[config.mk]
export PLATFORM = sky130hd
export DESIGN_NAME = cis_supervisor
export DESIGN_NICKNAME = d
export VERILOG_FILES = /design/src/verilog/cis_pkg.sv /design/src/verilog/cis_dly_timer.sv /design/src/verilog/cis_supervisor.sv
export SDC_FILE = /design/constraint.sdc
export NUM_CORES = 1
export LEC_CHECK = 0
export ABC_CLOCK_PERIOD_IN_PS = 3300
export BUFFER_PORTS_ARGS = -buffer_cell sky130_fd_sc_hd__buf_2
export CAP_MARGIN = 10
export CORE_MARGIN = 2
export CORE_UTILIZATION = 45
export DETAILED_ROUTE_END_ITERATION = 12
export PLACE_DENSITY_LB_ADDON = 0.1
export SYNTH_ARGS = -nofsm -noshare
export SYNTH_HDL_FRONTEND = slang
export SYNTH_SLANG_ARGS = --single-unit
[constraint.sdc]
create_clock -name core_clk -period 3.3 [get_ports core_clk]
set_input_delay 0.165 -clock core_clk [delete_from_list [all_inputs] [get_ports core_clk]]
set_output_delay 0.165 -clock core_clk [all_outputs]
set_load 0.01 [all_outputs]
[src/verilog/cis_pkg.sv]
package cis_pkg;

    // ------------------------------------------------------------
    // Timing
    // ------------------------------------------------------------
    localparam int unsigned CLK_PERIOD_NS = 10;
    localparam int unsigned TICK_PERIOD_NS = 1000000;
    localparam int unsigned TICK_CYC =
        (TICK_PERIOD_NS + CLK_PERIOD_NS - 1) / CLK_PERIOD_NS;

    // ------------------------------------------------------------
    // Widths
    // ------------------------------------------------------------
    localparam int unsigned ADDR_W = 8;
    localparam int unsigned DATA_W = 32;
    localparam int unsigned DLY_W = 24;
    localparam int unsigned TICK_W = 20;
    localparam int unsigned IRQ_W = 4;

    // ------------------------------------------------------------
    // Register offsets
    // ------------------------------------------------------------
    localparam logic [ADDR_W-1:0] CTRL_OFS = 8'h00;
    localparam logic [ADDR_W-1:0] ACT_DLY_OFS = 8'h04;
    localparam logic [ADDR_W-1:0] START_DLY_OFS = 8'h08;
    localparam logic [ADDR_W-1:0] DET_DLY_OFS = 8'h0C;
    localparam logic [ADDR_W-1:0] RESTART_DLY_OFS = 8'h10;
    localparam logic [ADDR_W-1:0] STATUS_OFS = 8'h14;
    localparam logic [ADDR_W-1:0] IRQ_STAT_OFS = 8'h18;
    localparam logic [ADDR_W-1:0] IRQ_CLR_OFS = 8'h1C;
    localparam logic [ADDR_W-1:0] IRQ_EN_OFS = 8'h20;
    localparam logic [ADDR_W-1:0] CMD_OFS = 8'h24;

    // ------------------------------------------------------------
    // Field positions
    // ------------------------------------------------------------
    localparam int unsigned CTRL_POL_BIT = 0;
    localparam int unsigned CTRL_REACT_LSB = 1;
    localparam int unsigned CTRL_RESTART_BIT = 3;
    localparam int unsigned CMD_RESET_BIT = 0;
    localparam int unsigned CMD_ACK_BIT = 1;
    localparam int unsigned ST_RAW_BIT = 0;
    localparam int unsigned ST_ACTIVE_BIT = 1;
    localparam int unsigned ST_START_BIT = 2;
    localparam int unsigned ST_ALARM_BIT = 3;
    localparam int unsigned ST_SHUT_BIT = 4;
    localparam int unsigned IRQ_ACTIVE_BIT = 0;
    localparam int unsigned IRQ_ALARM_BIT = 1;
    localparam int unsigned IRQ_SHUT_BIT = 2;
    localparam int unsigned IRQ_AUTO_BIT = 3;

    // ------------------------------------------------------------
    // Types
    // ------------------------------------------------------------
    typedef enum logic {CIS_POL_OPEN, CIS_POL_CLOSED} cis_pol_t;
    typedef enum logic [1:0] {
        CIS_REACT_OFF,
        CIS_REACT_ALARM,
        CIS_REACT_SHUT
    } cis_react_t;
    typedef enum logic {CIS_RESTART_MANUAL, CIS_RESTART_TIMED} cis_restart_t;

    typedef struct packed {
        cis_pol_t pol;
        cis_react_t react;
        cis_restart_t restart;
        logic [DLY_W-1:0] act_dly;
        logic [DLY_W-1:0] start_dly;
        logic [DLY_W-1:0] det_dly;
        logic [DLY_W-1:0] restart_dly;
    } cis_cfg_t;

    typedef struct packed {
        logic [ADDR_W-1:0] addr;
        logic [DATA_W-1:0] wdata;
        logic wr;
        logic rd;
    } cis_bus_req_t;

    typedef struct packed {
        logic input_active;
        logic alarm;
        logic shutdown;
    } cis_evt_out_t;

    // ------------------------------------------------------------
    // Reset values, delays in ticks
    // ------------------------------------------------------------
    localparam logic [DLY_W-1:0] ACT_DLY_RST = 24'h000000;
    localparam logic [DLY_W-1:0] START_DLY_RST = 24'h0003E8;
    localparam logic [DLY_W-1:0] DET_DLY_RST = 24'h0003E8;
    localparam logic [DLY_W-1:0] RESTART_DLY_RST = 24'h00EA60;
    localparam logic [IRQ_W-1:0] IRQ_EN_RST = 4'h0;
    localparam cis_cfg_t CFG_RST = '{
        pol: CIS_POL_CLOSED,
        react: CIS_REACT_OFF,
        restart: CIS_RESTART_MANUAL,
        act_dly: ACT_DLY_RST,
        start_dly: START_DLY_RST,
        det_dly: DET_DLY_RST,
        restart_dly: RESTART_DLY_RST
    };

endpackage

[src/verilog/cis_dly_timer.sv]
`timescale 1ns/10ps

module cis_dly_timer (
    input wire logic core_clk,
    input wire logic rst,
    input wire logic tick,
    input wire logic run,
    input wire logic [cis_pkg::DLY_W-1:0] limit,
    output logic done
);

    typedef struct packed {
        logic [cis_pkg::DLY_W-1:0] cnt;
    } cis_tmr_st_t;

    cis_tmr_st_t q;
    cis_tmr_st_t d;

    // ------------------------------------------------------------
    // Counter
    // ------------------------------------------------------------
    // Counts whole ticks, so a delay is quantised to the tick period
    always_comb begin
        d = q;
        if (!run) begin
            d.cnt = '0;
        end else if (tick && (q.cnt < limit)) begin
            d.cnt = q.cnt + 1'b1;
        end
    end

    assign done = run && (q.cnt >= limit);

    always_ff @(posedge core_clk) begin
        if (rst) begin
            q <= '0;
        end else begin
            q <= d;
        end
    end

    a_timer_clear: assert property (
        @(posedge core_clk) disable iff (rst)
        !run |=> (q.cnt == '0))
        else $error("timer kept its count after run dropped");

endmodule // cis_dly_timer

[src/verilog/cis_supervisor.sv]
// The strobed register port and the address map were decided locally.
`timescale 1ns/10ps

// Behaviour
// - With open polarity the input counts as active when the contact is open.
// - With closed polarity the input counts as active when it is closed.
// - The input is flagged active only after the full active delay.
// - With reaction off the input raises neither alarm nor shutdown.
// - With reaction alarm a qualified condition raises an alarm only.
// - With reaction shutdown a qualified condition requests a stop.
// - No condition is examined for alarm or shutdown until the pump has run for the start delay.
// - The start delay is applied once per system start.
// - After the start delay the detection delay qualifies conditions.
// - An event needs the condition unbroken for the full detection delay.
// - With manual restart a shutdown stays latched until operator reset.
// - With timed restart a shutdown clears after the restart delay.
// - The restart timer runs only for timed restart; its expiry clears it.

module cis_supervisor #(
    parameter int unsigned TICK_CYCLES = cis_pkg::TICK_CYC
) (
    input wire logic core_clk,
    input wire logic rst,
    input wire logic contact_in,
    input wire logic pump_running,
    input wire logic sys_start,
    input wire cis_pkg::cis_bus_req_t bus_req,
    output logic [cis_pkg::DATA_W-1:0] rd_data,
    output cis_pkg::cis_evt_out_t evt_out,
    output logic irq
);

    // A tick period wider than the counter is cut, so keep it in range
    localparam int unsigned TICK_LAST_I = TICK_CYCLES - 1;
    localparam logic [cis_pkg::TICK_W-1:0] TICK_LAST =
        TICK_LAST_I[cis_pkg::TICK_W-1:0];

    typedef struct packed {
        logic sync1;
        logic sync2;
        logic [cis_pkg::TICK_W-1:0] tick_cnt;
        logic tick;
        cis_pkg::cis_cfg_t cfg;
        logic active;
        logic start_done;
        logic det_seen;
        logic alarm;
        logic shut;
        logic [cis_pkg::IRQ_W-1:0] irq_stat;
        logic [cis_pkg::IRQ_W-1:0] irq_en;
        logic irq;
        logic [cis_pkg::DATA_W-1:0] rd_data;
    } cis_top_st_t;

    cis_top_st_t q;
    cis_top_st_t d;

    logic act_raw;
    logic deb_done;
    logic st_run;
    logic st_done;
    logic det_run;
    logic det_done;
    logic det_fire;
    logic rs_run;
    logic rs_done;
    logic alarm_set;
    logic shut_set;
    logic op_reset;
    logic op_ack;
    logic react_on;
    logic [cis_pkg::IRQ_W-1:0] irq_clr;
    logic [cis_pkg::IRQ_W-1:0] irq_ev;

    // ------------------------------------------------------------
    // Qualification
    // ------------------------------------------------------------
    // Contact is high when closed
    assign act_raw = (q.cfg.pol == cis_pkg::CIS_POL_CLOSED) ? q.sync2
                                                              : ~q.sync2;
    assign react_on = (q.cfg.react == cis_pkg::CIS_REACT_ALARM) ||
                      (q.cfg.react == cis_pkg::CIS_REACT_SHUT);
    // A system start restarts the start delay even while the pump runs
    assign st_run = pump_running && !q.start_done && !sys_start;
    assign det_run = q.active && q.start_done && react_on;
    assign det_fire = det_done && !q.det_seen;
    assign alarm_set = det_fire &&
                       (q.cfg.react == cis_pkg::CIS_REACT_ALARM);
    assign shut_set = det_fire &&
                      (q.cfg.react == cis_pkg::CIS_REACT_SHUT);
    assign rs_run = q.shut &&
                    (q.cfg.restart == cis_pkg::CIS_RESTART_TIMED);

    assign op_reset = bus_req.wr && (bus_req.addr == cis_pkg::CMD_OFS) &&
                      bus_req.wdata[cis_pkg::CMD_RESET_BIT];
    assign op_ack = bus_req.wr && (bus_req.addr == cis_pkg::CMD_OFS) &&
                    bus_req.wdata[cis_pkg::CMD_ACK_BIT];
    assign irq_clr = (bus_req.wr && (bus_req.addr == cis_pkg::IRQ_CLR_OFS))
                   ? bus_req.wdata[cis_pkg::IRQ_W-1:0] : '0;

    always_comb begin
        irq_ev = '0;
        irq_ev[cis_pkg::IRQ_ACTIVE_BIT] = deb_done && !q.active;
        irq_ev[cis_pkg::IRQ_ALARM_BIT] = alarm_set;
        irq_ev[cis_pkg::IRQ_SHUT_BIT] = shut_set;
        irq_ev[cis_pkg::IRQ_AUTO_BIT] = rs_done;
    end

    // ------------------------------------------------------------
    // Timers
    // ------------------------------------------------------------
    cis_dly_timer u_debounce (
        .core_clk(core_clk),
        .rst(rst),
        .tick(q.tick),
        .run(act_raw),
        .limit(q.cfg.act_dly),
        .done(deb_done)
    );

    cis_dly_timer u_start (
        .core_clk(core_clk),
        .rst(rst),
        .tick(q.tick),
        .run(st_run),
        .limit(q.cfg.start_dly),
        .done(st_done)
    );

    cis_dly_timer u_detect (
        .core_clk(core_clk),
        .rst(rst),
        .tick(q.tick),
        .run(det_run),
        .limit(q.cfg.det_dly),
        .done(det_done)
    );

    cis_dly_timer u_restart (
        .core_clk(core_clk),
        .rst(rst),
        .tick(q.tick),
        .run(rs_run),
        .limit(q.cfg.restart_dly),
        .done(rs_done)
    );

    // ------------------------------------------------------------
    // Next state
    // ------------------------------------------------------------
    always_comb begin
        d = q;
        d.sync1 = contact_in;
        d.sync2 = q.sync1;
        d.tick = 1'b0;
        if (q.tick_cnt >= TICK_LAST) begin
            d.tick_cnt = '0;
            d.tick = 1'b1;
        end else begin
            d.tick_cnt = q.tick_cnt + 1'b1;
        end
        d.active = deb_done;
        if (sys_start) begin
            d.start_done = 1'b0;
        end else if (st_done) begin
            d.start_done = 1'b1;
        end
        // One event per unbroken condition, not one per cycle
        d.det_seen = det_run && (q.det_seen || det_done);
        // Set wins over a clear in the same cycle
        d.alarm = alarm_set || (q.alarm && !op_ack);
        d.shut = shut_set || (q.shut && !op_reset && !rs_done);
        d.irq_stat = irq_ev | (q.irq_stat & ~irq_clr);
        if (bus_req.wr) begin
            if (bus_req.addr == cis_pkg::CTRL_OFS) begin
                d.cfg.pol = cis_pkg::cis_pol_t'(
                    bus_req.wdata[cis_pkg::CTRL_POL_BIT]);
                d.cfg.react = cis_pkg::cis_react_t'(
                    bus_req.wdata[cis_pkg::CTRL_REACT_LSB +: 2]);
                d.cfg.restart = cis_pkg::cis_restart_t'(
                    bus_req.wdata[cis_pkg::CTRL_RESTART_BIT]);
            end else if (bus_req.addr == cis_pkg::ACT_DLY_OFS) begin
                d.cfg.act_dly = bus_req.wdata[cis_pkg::DLY_W-1:0];
            end else if (bus_req.addr == cis_pkg::START_DLY_OFS) begin
                d.cfg.start_dly = bus_req.wdata[cis_pkg::DLY_W-1:0];
            end else if (bus_req.addr == cis_pkg::DET_DLY_OFS) begin
                d.cfg.det_dly = bus_req.wdata[cis_pkg::DLY_W-1:0];
            end else if (bus_req.addr == cis_pkg::RESTART_DLY_OFS) begin
                d.cfg.restart_dly = bus_req.wdata[cis_pkg::DLY_W-1:0];
            end else if (bus_req.addr == cis_pkg::IRQ_EN_OFS) begin
                d.irq_en = bus_req.wdata[cis_pkg::IRQ_W-1:0];
            end
        end
        d.irq = |(d.irq_stat & d.irq_en);
        // Read data stand for one cycle only, zero otherwise
        d.rd_data = '0;
        if (bus_req.rd) begin
            if (bus_req.addr == cis_pkg::CTRL_OFS) begin
                d.rd_data[cis_pkg::CTRL_POL_BIT] = q.cfg.pol;
                d.rd_data[cis_pkg::CTRL_REACT_LSB +: 2] = q.cfg.react;
                d.rd_data[cis_pkg::CTRL_RESTART_BIT] = q.cfg.restart;
            end else if (bus_req.addr == cis_pkg::ACT_DLY_OFS) begin
                d.rd_data[cis_pkg::DLY_W-1:0] = q.cfg.act_dly;
            end else if (bus_req.addr == cis_pkg::START_DLY_OFS) begin
                d.rd_data[cis_pkg::DLY_W-1:0] = q.cfg.start_dly;
            end else if (bus_req.addr == cis_pkg::DET_DLY_OFS) begin
                d.rd_data[cis_pkg::DLY_W-1:0] = q.cfg.det_dly;
            end else if (bus_req.addr == cis_pkg::RESTART_DLY_OFS) begin
                d.rd_data[cis_pkg::DLY_W-1:0] = q.cfg.restart_dly;
            end else if (bus_req.addr == cis_pkg::STATUS_OFS) begin
                d.rd_data[cis_pkg::ST_RAW_BIT] = q.sync2;
                d.rd_data[cis_pkg::ST_ACTIVE_BIT] = q.active;
                d.rd_data[cis_pkg::ST_START_BIT] = q.start_done;
                d.rd_data[cis_pkg::ST_ALARM_BIT] = q.alarm;
                d.rd_data[cis_pkg::ST_SHUT_BIT] = q.shut;
            end else if (bus_req.addr == cis_pkg::IRQ_STAT_OFS) begin
                d.rd_data[cis_pkg::IRQ_W-1:0] = q.irq_stat;
            end else if (bus_req.addr == cis_pkg::IRQ_EN_OFS) begin
                d.rd_data[cis_pkg::IRQ_W-1:0] = q.irq_en;
            end
        end
    end

    // ------------------------------------------------------------
    // State register
    // ------------------------------------------------------------
    always_ff @(posedge core_clk) begin
        if (rst) begin
            q <= '0;
            q.cfg <= cis_pkg::CFG_RST;
            q.irq_en <= cis_pkg::IRQ_EN_RST;
        end else begin
            q <= d;
        end
    end

    assign rd_data = q.rd_data;
    assign irq = q.irq;
    assign evt_out = '{input_active: q.active, alarm: q.alarm,
                       shutdown: q.shut};

    // ------------------------------------------------------------
    // Checks
    // ------------------------------------------------------------
    a_open_polarity: assert property (
        @(posedge core_clk) disable iff (rst)
        (q.cfg.pol == cis_pkg::CIS_POL_OPEN && q.sync2) |=> !q.active)
        else $error("closed contact flagged active under open polarity");

    a_closed_polarity: assert property (
        @(posedge core_clk) disable iff (rst)
        (q.cfg.pol == cis_pkg::CIS_POL_CLOSED && !q.sync2) |=> !q.active)
        else $error("open contact flagged active under closed polarity");

    a_debounce_cause: assert property (
        @(posedge core_clk) disable iff (rst)
        $rose(q.active) |-> $past(act_raw))
        else $error("input flagged active without an active contact");

    a_disabled_quiet: assert property (
        @(posedge core_clk) disable iff (rst)
        !react_on |-> ##1 !$rose(q.alarm) && !$rose(q.shut))
        else $error("event raised while reaction is off");

    a_alarm_event: assert property (
        @(posedge core_clk) disable iff (rst)
        alarm_set |=> q.alarm && q.irq_stat[cis_pkg::IRQ_ALARM_BIT]
                      && !$rose(q.shut))
        else $error("alarm reaction did not raise alarm alone");

    a_shutdown_event: assert property (
        @(posedge core_clk) disable iff (rst)
        shut_set |=> q.shut && evt_out.shutdown)
        else $error("shutdown reaction did not raise shutdown");

    a_start_gate: assert property (
        @(posedge core_clk) disable iff (rst)
        (!q.start_done) |=> !$rose(q.alarm) && !$rose(q.shut))
        else $error("event raised before start delay ended");

    a_start_once: assert property (
        @(posedge core_clk) disable iff (rst)
        (q.start_done && !sys_start) |=> q.start_done)
        else $error("start delay applied twice in one run");

    a_detect_persist: assert property (
        @(posedge core_clk) disable iff (rst)
        $rose(q.alarm) |-> $past(q.active) && $past(q.start_done))
        else $error("alarm raised without a qualified condition");

    a_manual_latch: assert property (
        @(posedge core_clk) disable iff (rst)
        (q.shut && q.cfg.restart == cis_pkg::CIS_RESTART_MANUAL
         && !op_reset) |=> q.shut)
        else $error("manual shutdown cleared without operator reset");

    a_timed_clear: assert property (
        @(posedge core_clk) disable iff (rst)
        (rs_done && !shut_set) |=> !q.shut
                                  && q.irq_stat[cis_pkg::IRQ_AUTO_BIT])
        else $error("timed restart did not clear shutdown");

    a_restart_scope: assert property (
        @(posedge core_clk) disable iff (rst)
        (q.cfg.restart == cis_pkg::CIS_RESTART_MANUAL) |-> !rs_done)
        else $error("restart timer expired under manual restart");

    a_irq_level: assert property (
        @(posedge core_clk) disable iff (rst)
        ##1 (q.irq == |($past(d.irq_stat) & $past(d.irq_en))))
        else $error("interrupt output disagrees with enabled status");

    a_open_active: assert property (
        @(posedge core_clk) disable iff (rst)
        (q.cfg.pol == cis_pkg::CIS_POL_OPEN && !q.sync2
         && q.cfg.act_dly == '0) |=> q.active)
        else $error("open contact not flagged active under open polarity");

    a_break_drops: assert property (
        @(posedge core_clk) disable iff (rst)
        !act_raw |=> !q.active)
        else $error("active flag kept after the contact went inactive");

    a_break_quiet: assert property (
        @(posedge core_clk) disable iff (rst)
        !q.active |=> !$rose(q.alarm) && !$rose(q.shut))
        else $error("event raised without an active condition");

    a_start_rearm: assert property (
        @(posedge core_clk) disable iff (rst)
        sys_start |=> !q.start_done)
        else $error("system start did not rearm the start delay");

    a_detect_zero: assert property (
        @(posedge core_clk) disable iff (rst)
        (det_run && !q.det_seen && q.cfg.det_dly == '0
         && q.cfg.react == cis_pkg::CIS_REACT_ALARM) |=> q.alarm)
        else $error("zero detection delay did not raise the alarm");

    a_read_idle: assert property (
        @(posedge core_clk) disable iff (rst)
        !bus_req.rd |=> (q.rd_data == '0))
        else $error("read data stood outside their cycle");

    a_tick_phase: assert property (
        @(posedge core_clk) disable iff (rst)
        q.tick |-> (q.tick_cnt == '0))
        else $error("tick pulse out of step with its counter");

endmodule // cis_supervisor

==> out/metrics.yaml <==
yosys:
  synth_seq_cells: 257
  netlist_instances: 1662
  ys_top_cells_by_area: "dfxtp_1 38%, ha_1 9.6%, nand2_1 7.8%"
  synth_flop_cell: "dfxtp_1"
  synth_area_mm2: 0.0134
  synth-edff-count: 0
  synth_top_area_frac: 0.383
  synth.largest_area_cell: "dfxtp_1"
  async_flop_share: 0
  synth.yosys.warnings: 0
  ys_types: 61
  ys_seq_area_frac: 0.383
  syn_area_per_cell_um2: 8.09
drt:
  firstDrtPassIters: 6
  viasPerCell: 5.46
  wl_per_cell_um: 17.6
  initialDrtViolationCount: 992
  routed_wl_um: 37800
  drc: 0
  ant_nets: 0
  vias: 11700
grt:
  gr-usage-all-layers: 0.240
  met2_usage: 0.377
  gr-total-overflow: 0
  grt_max_degree: 51
  grt-busiest-layer: "met2"
  grt_pass1_wl_um: 59600
  antenna_found_initial: 0
  grt_pass1_vias: 10900
  grt_util_met3: 0.0275
  met1_usage: 0.342
timing:
  period_needed_ps: 2990
  fin_skew_ps: 15.9
  setup_viol: 0
  slew_headroom: 0.348
  period_share: 0.905
  fin_ws_ps: 314
  hold_violations: 0
  rsz0062_at_grt: "no"
  fmax_mhz: 335
  drv_slew: 0
  worstMarginPinSlew_ps: 971
  finalSetupTns_ps: 0
power_and_ir_drop:
  max-vdd-ir-drop_uv: 374
  p_per_area_mw_per_mm2: 449
  seqPwrFrac: 0.451
  internal-power_w: 0.00541
  p_clk_frac: 0.521
  combPwrFrac: 0.028
  p_switching_w: 0.00151
  switching_share: 0.218
  p_leak_nw: 5.67
critical_path:
  critical-path-top-delay-family: "simple AND/OR/NAND/NOR gates"
  slowest_stage: "or4b_1"
  crit_path_frequent_cell: "or4b_1"
  endpoint_kind: "flop"
  crit_required_ps: 3780
  slowest_delay_ps: 640
  critPathLaunchType: "flop"
  worstPathMaxFanout: 7
  path_buf_inv: 1
  path_class: "flop to flop"
  arrival_ps: 3460
  crit_chain: "inv_1 > ha_1 > nor2b_1 > o211ai_1 > a211oi_1 > or4b_1 > or4b_1 > or3_1 > a21oi_1"
floorplanning:
  die_h_um: 177
  initial_utilization: 0.455
  die_w_um: 177
  core_mm2: 0.0296
  row_count: 63
  ios: 83
  dieArea_mm2: 0.0313
clocking:
  cts_made_buffers: 30
  cts_root_buffer: "clkbuf_16"
  clk_pin_slew_ps: 60
  clk-insertion-delay-late_ps: 570
  cts_tree: "done"
  htreeDepth: 1
  clock-sinks: 257
  cts_setup_buffers: 0
  clockBufferDepth: 3
layout:
  diodes: 0
  syn_to_final_growth_pct: 14.5
  layout-drive-gt1-share: 0.0948
  finalInstanceArea_mm2: 0.0154
  fill_cells: 2876
  nets: 1877
place:
  dpl_cell_area_mm2: 0.0140
  dp_slack_ps: 339
  port_buffers: 66
  hpwlAfterDp_um: 27600
  gp_congestion: 0.873
flow_run:
  cap_violations: 0
worst_hold_path:
  hold_class: "primary input to flop"
status:
  status: "complete, no violations"
cells by family (layout without fill, tap and decap cells):
group / after synthesis / after routing / share of synthesized area
compound gates: 306 / 306 / 0.142
xor+xnor: 84 / 84 / 0.0547
mux: 12 / 12 / 0.00893
other cells: 1 / 11 / 0.000279
buf+inv: 230 / 309 / 0.0754
flops: 257 / 257 / 0.383
simple gates: 669 / 669 / 0.240
fa+ha+maj: 103 / 103 / 0.0958
what timing repair did:
action                                  CTS  global route
hold endpoints to repair                104             0
resized for setup                         0             1
hold buffers                             29             0
endpoints found under the setup margin    0             1
sequential cells by signal, summed over array words and instances (netlist names):
signal / count
irq: 1
u_detect.q: 24
q: 132
u_debounce.q: 24
d: 1
evt_out: 3
u_restart.q: 24
u_start.q: 24
rd_data: 24
worst paths after layout:
check	cells past startpoint	to	slack (ps)	startpoint
setup / recovery	9	u_detect.q[20]$_SDFFE_PP0P_	310	q[71]$_SDFFE_PP0P_
hold / removal	4	evt_out[0]$_SDFF_PP0_	100	bus_req[39]
setup reg to reg	9	u_detect.q[20]$_SDFFE_PP0P_	310	q[71]$_SDFFE_PP0P_
hold reg to reg	1	q[147]$_SDFF_PP0_	440	q[147]$_SDFF_PP0_
power groups by stage:
stage	Sequential [W]	Clock, W	Combinational (W)
floorplan	0.00318	0	0.0000875
global placement	0.00319	0	0.000168
detailed placement	0.00319	0	0.000168
CTS	0.00312	0.00368	0.000194
global route	0.00312	0.00381	0.000212
finish	0.00312	0.00360	0.000197
metrics by stage:
stage | hold slack (ps) | total power, W | instances | utilization
finish | 103 | 0.00692 | 2141 | 0.521
global route | 122 | 0.00714 | 2141 | 0.521
CTS | 82.4 | 0.00699 | 2141 | 0.521
detailed placement | 393 | 0.00336 | 2056 | 0.474
global placement | 383 | 0.00336 | 2056 | 0.474
floorplan | 293 | 0.00327 | 1672 | -
layout by cell type, fill, tap and decap left out, types with 25 or more instances in the layout:
master / instances
a21oi_1: 164
and3_1: 25
buf_2: 65
buf_4: 33
clkbuf_16: 30
dfxtp_1: 257
dlygate4sd3_1: 29
ha_1: 103
inv_1: 125
nand2_1: 278
nand3_1: 36
nand4_1: 46
nor2_1: 128
nor3_1: 36
o21ai_0: 29
xnor2_1: 69
final cells by class:
cell class	count	area [um2]	share of cell area
clock buffers	42	876	0.0569
clock inverters	14	210	0.0137
multi-input cells	1185	7340	0.477
well taps	390	488	0.0317
inverters	126	473	0.0307
flip-flops and latches	257	5140	0.334
repair buffers	127	863	0.0561
tightest hold or removal path, stage by stage:
cell,delay [ps]
buf_2,130
nand4_1,120
o211ai_1,90
a21oi_1,130
cell usage after synthesis (25+ instances only):
| library cell | instances |
|---|---|
| a21oi_1 | 164 |
| and3_1 | 25 |
| buf_4 | 35 |
| clkbuf_1 | 57 |
| dfxtp_1 | 257 |
| ha_1 | 103 |
| inv_1 | 125 |
| nand2_1 | 278 |
| nand3_1 | 36 |
| nand4_1 | 46 |
| nor2_1 | 128 |
| nor3_1 | 36 |
| o21ai_0 | 29 |
| xnor2_1 | 69 |
metal layers:
metal	up-vias	wire, um	share of wire
li1	5858	-	-
met1	5445	18100	0.48
met5	-	0	0
met2	318	16600	0.44
met3	69	1910	0.050
met4	0	1210	0.032
Power figures use the tool's default switching activity.
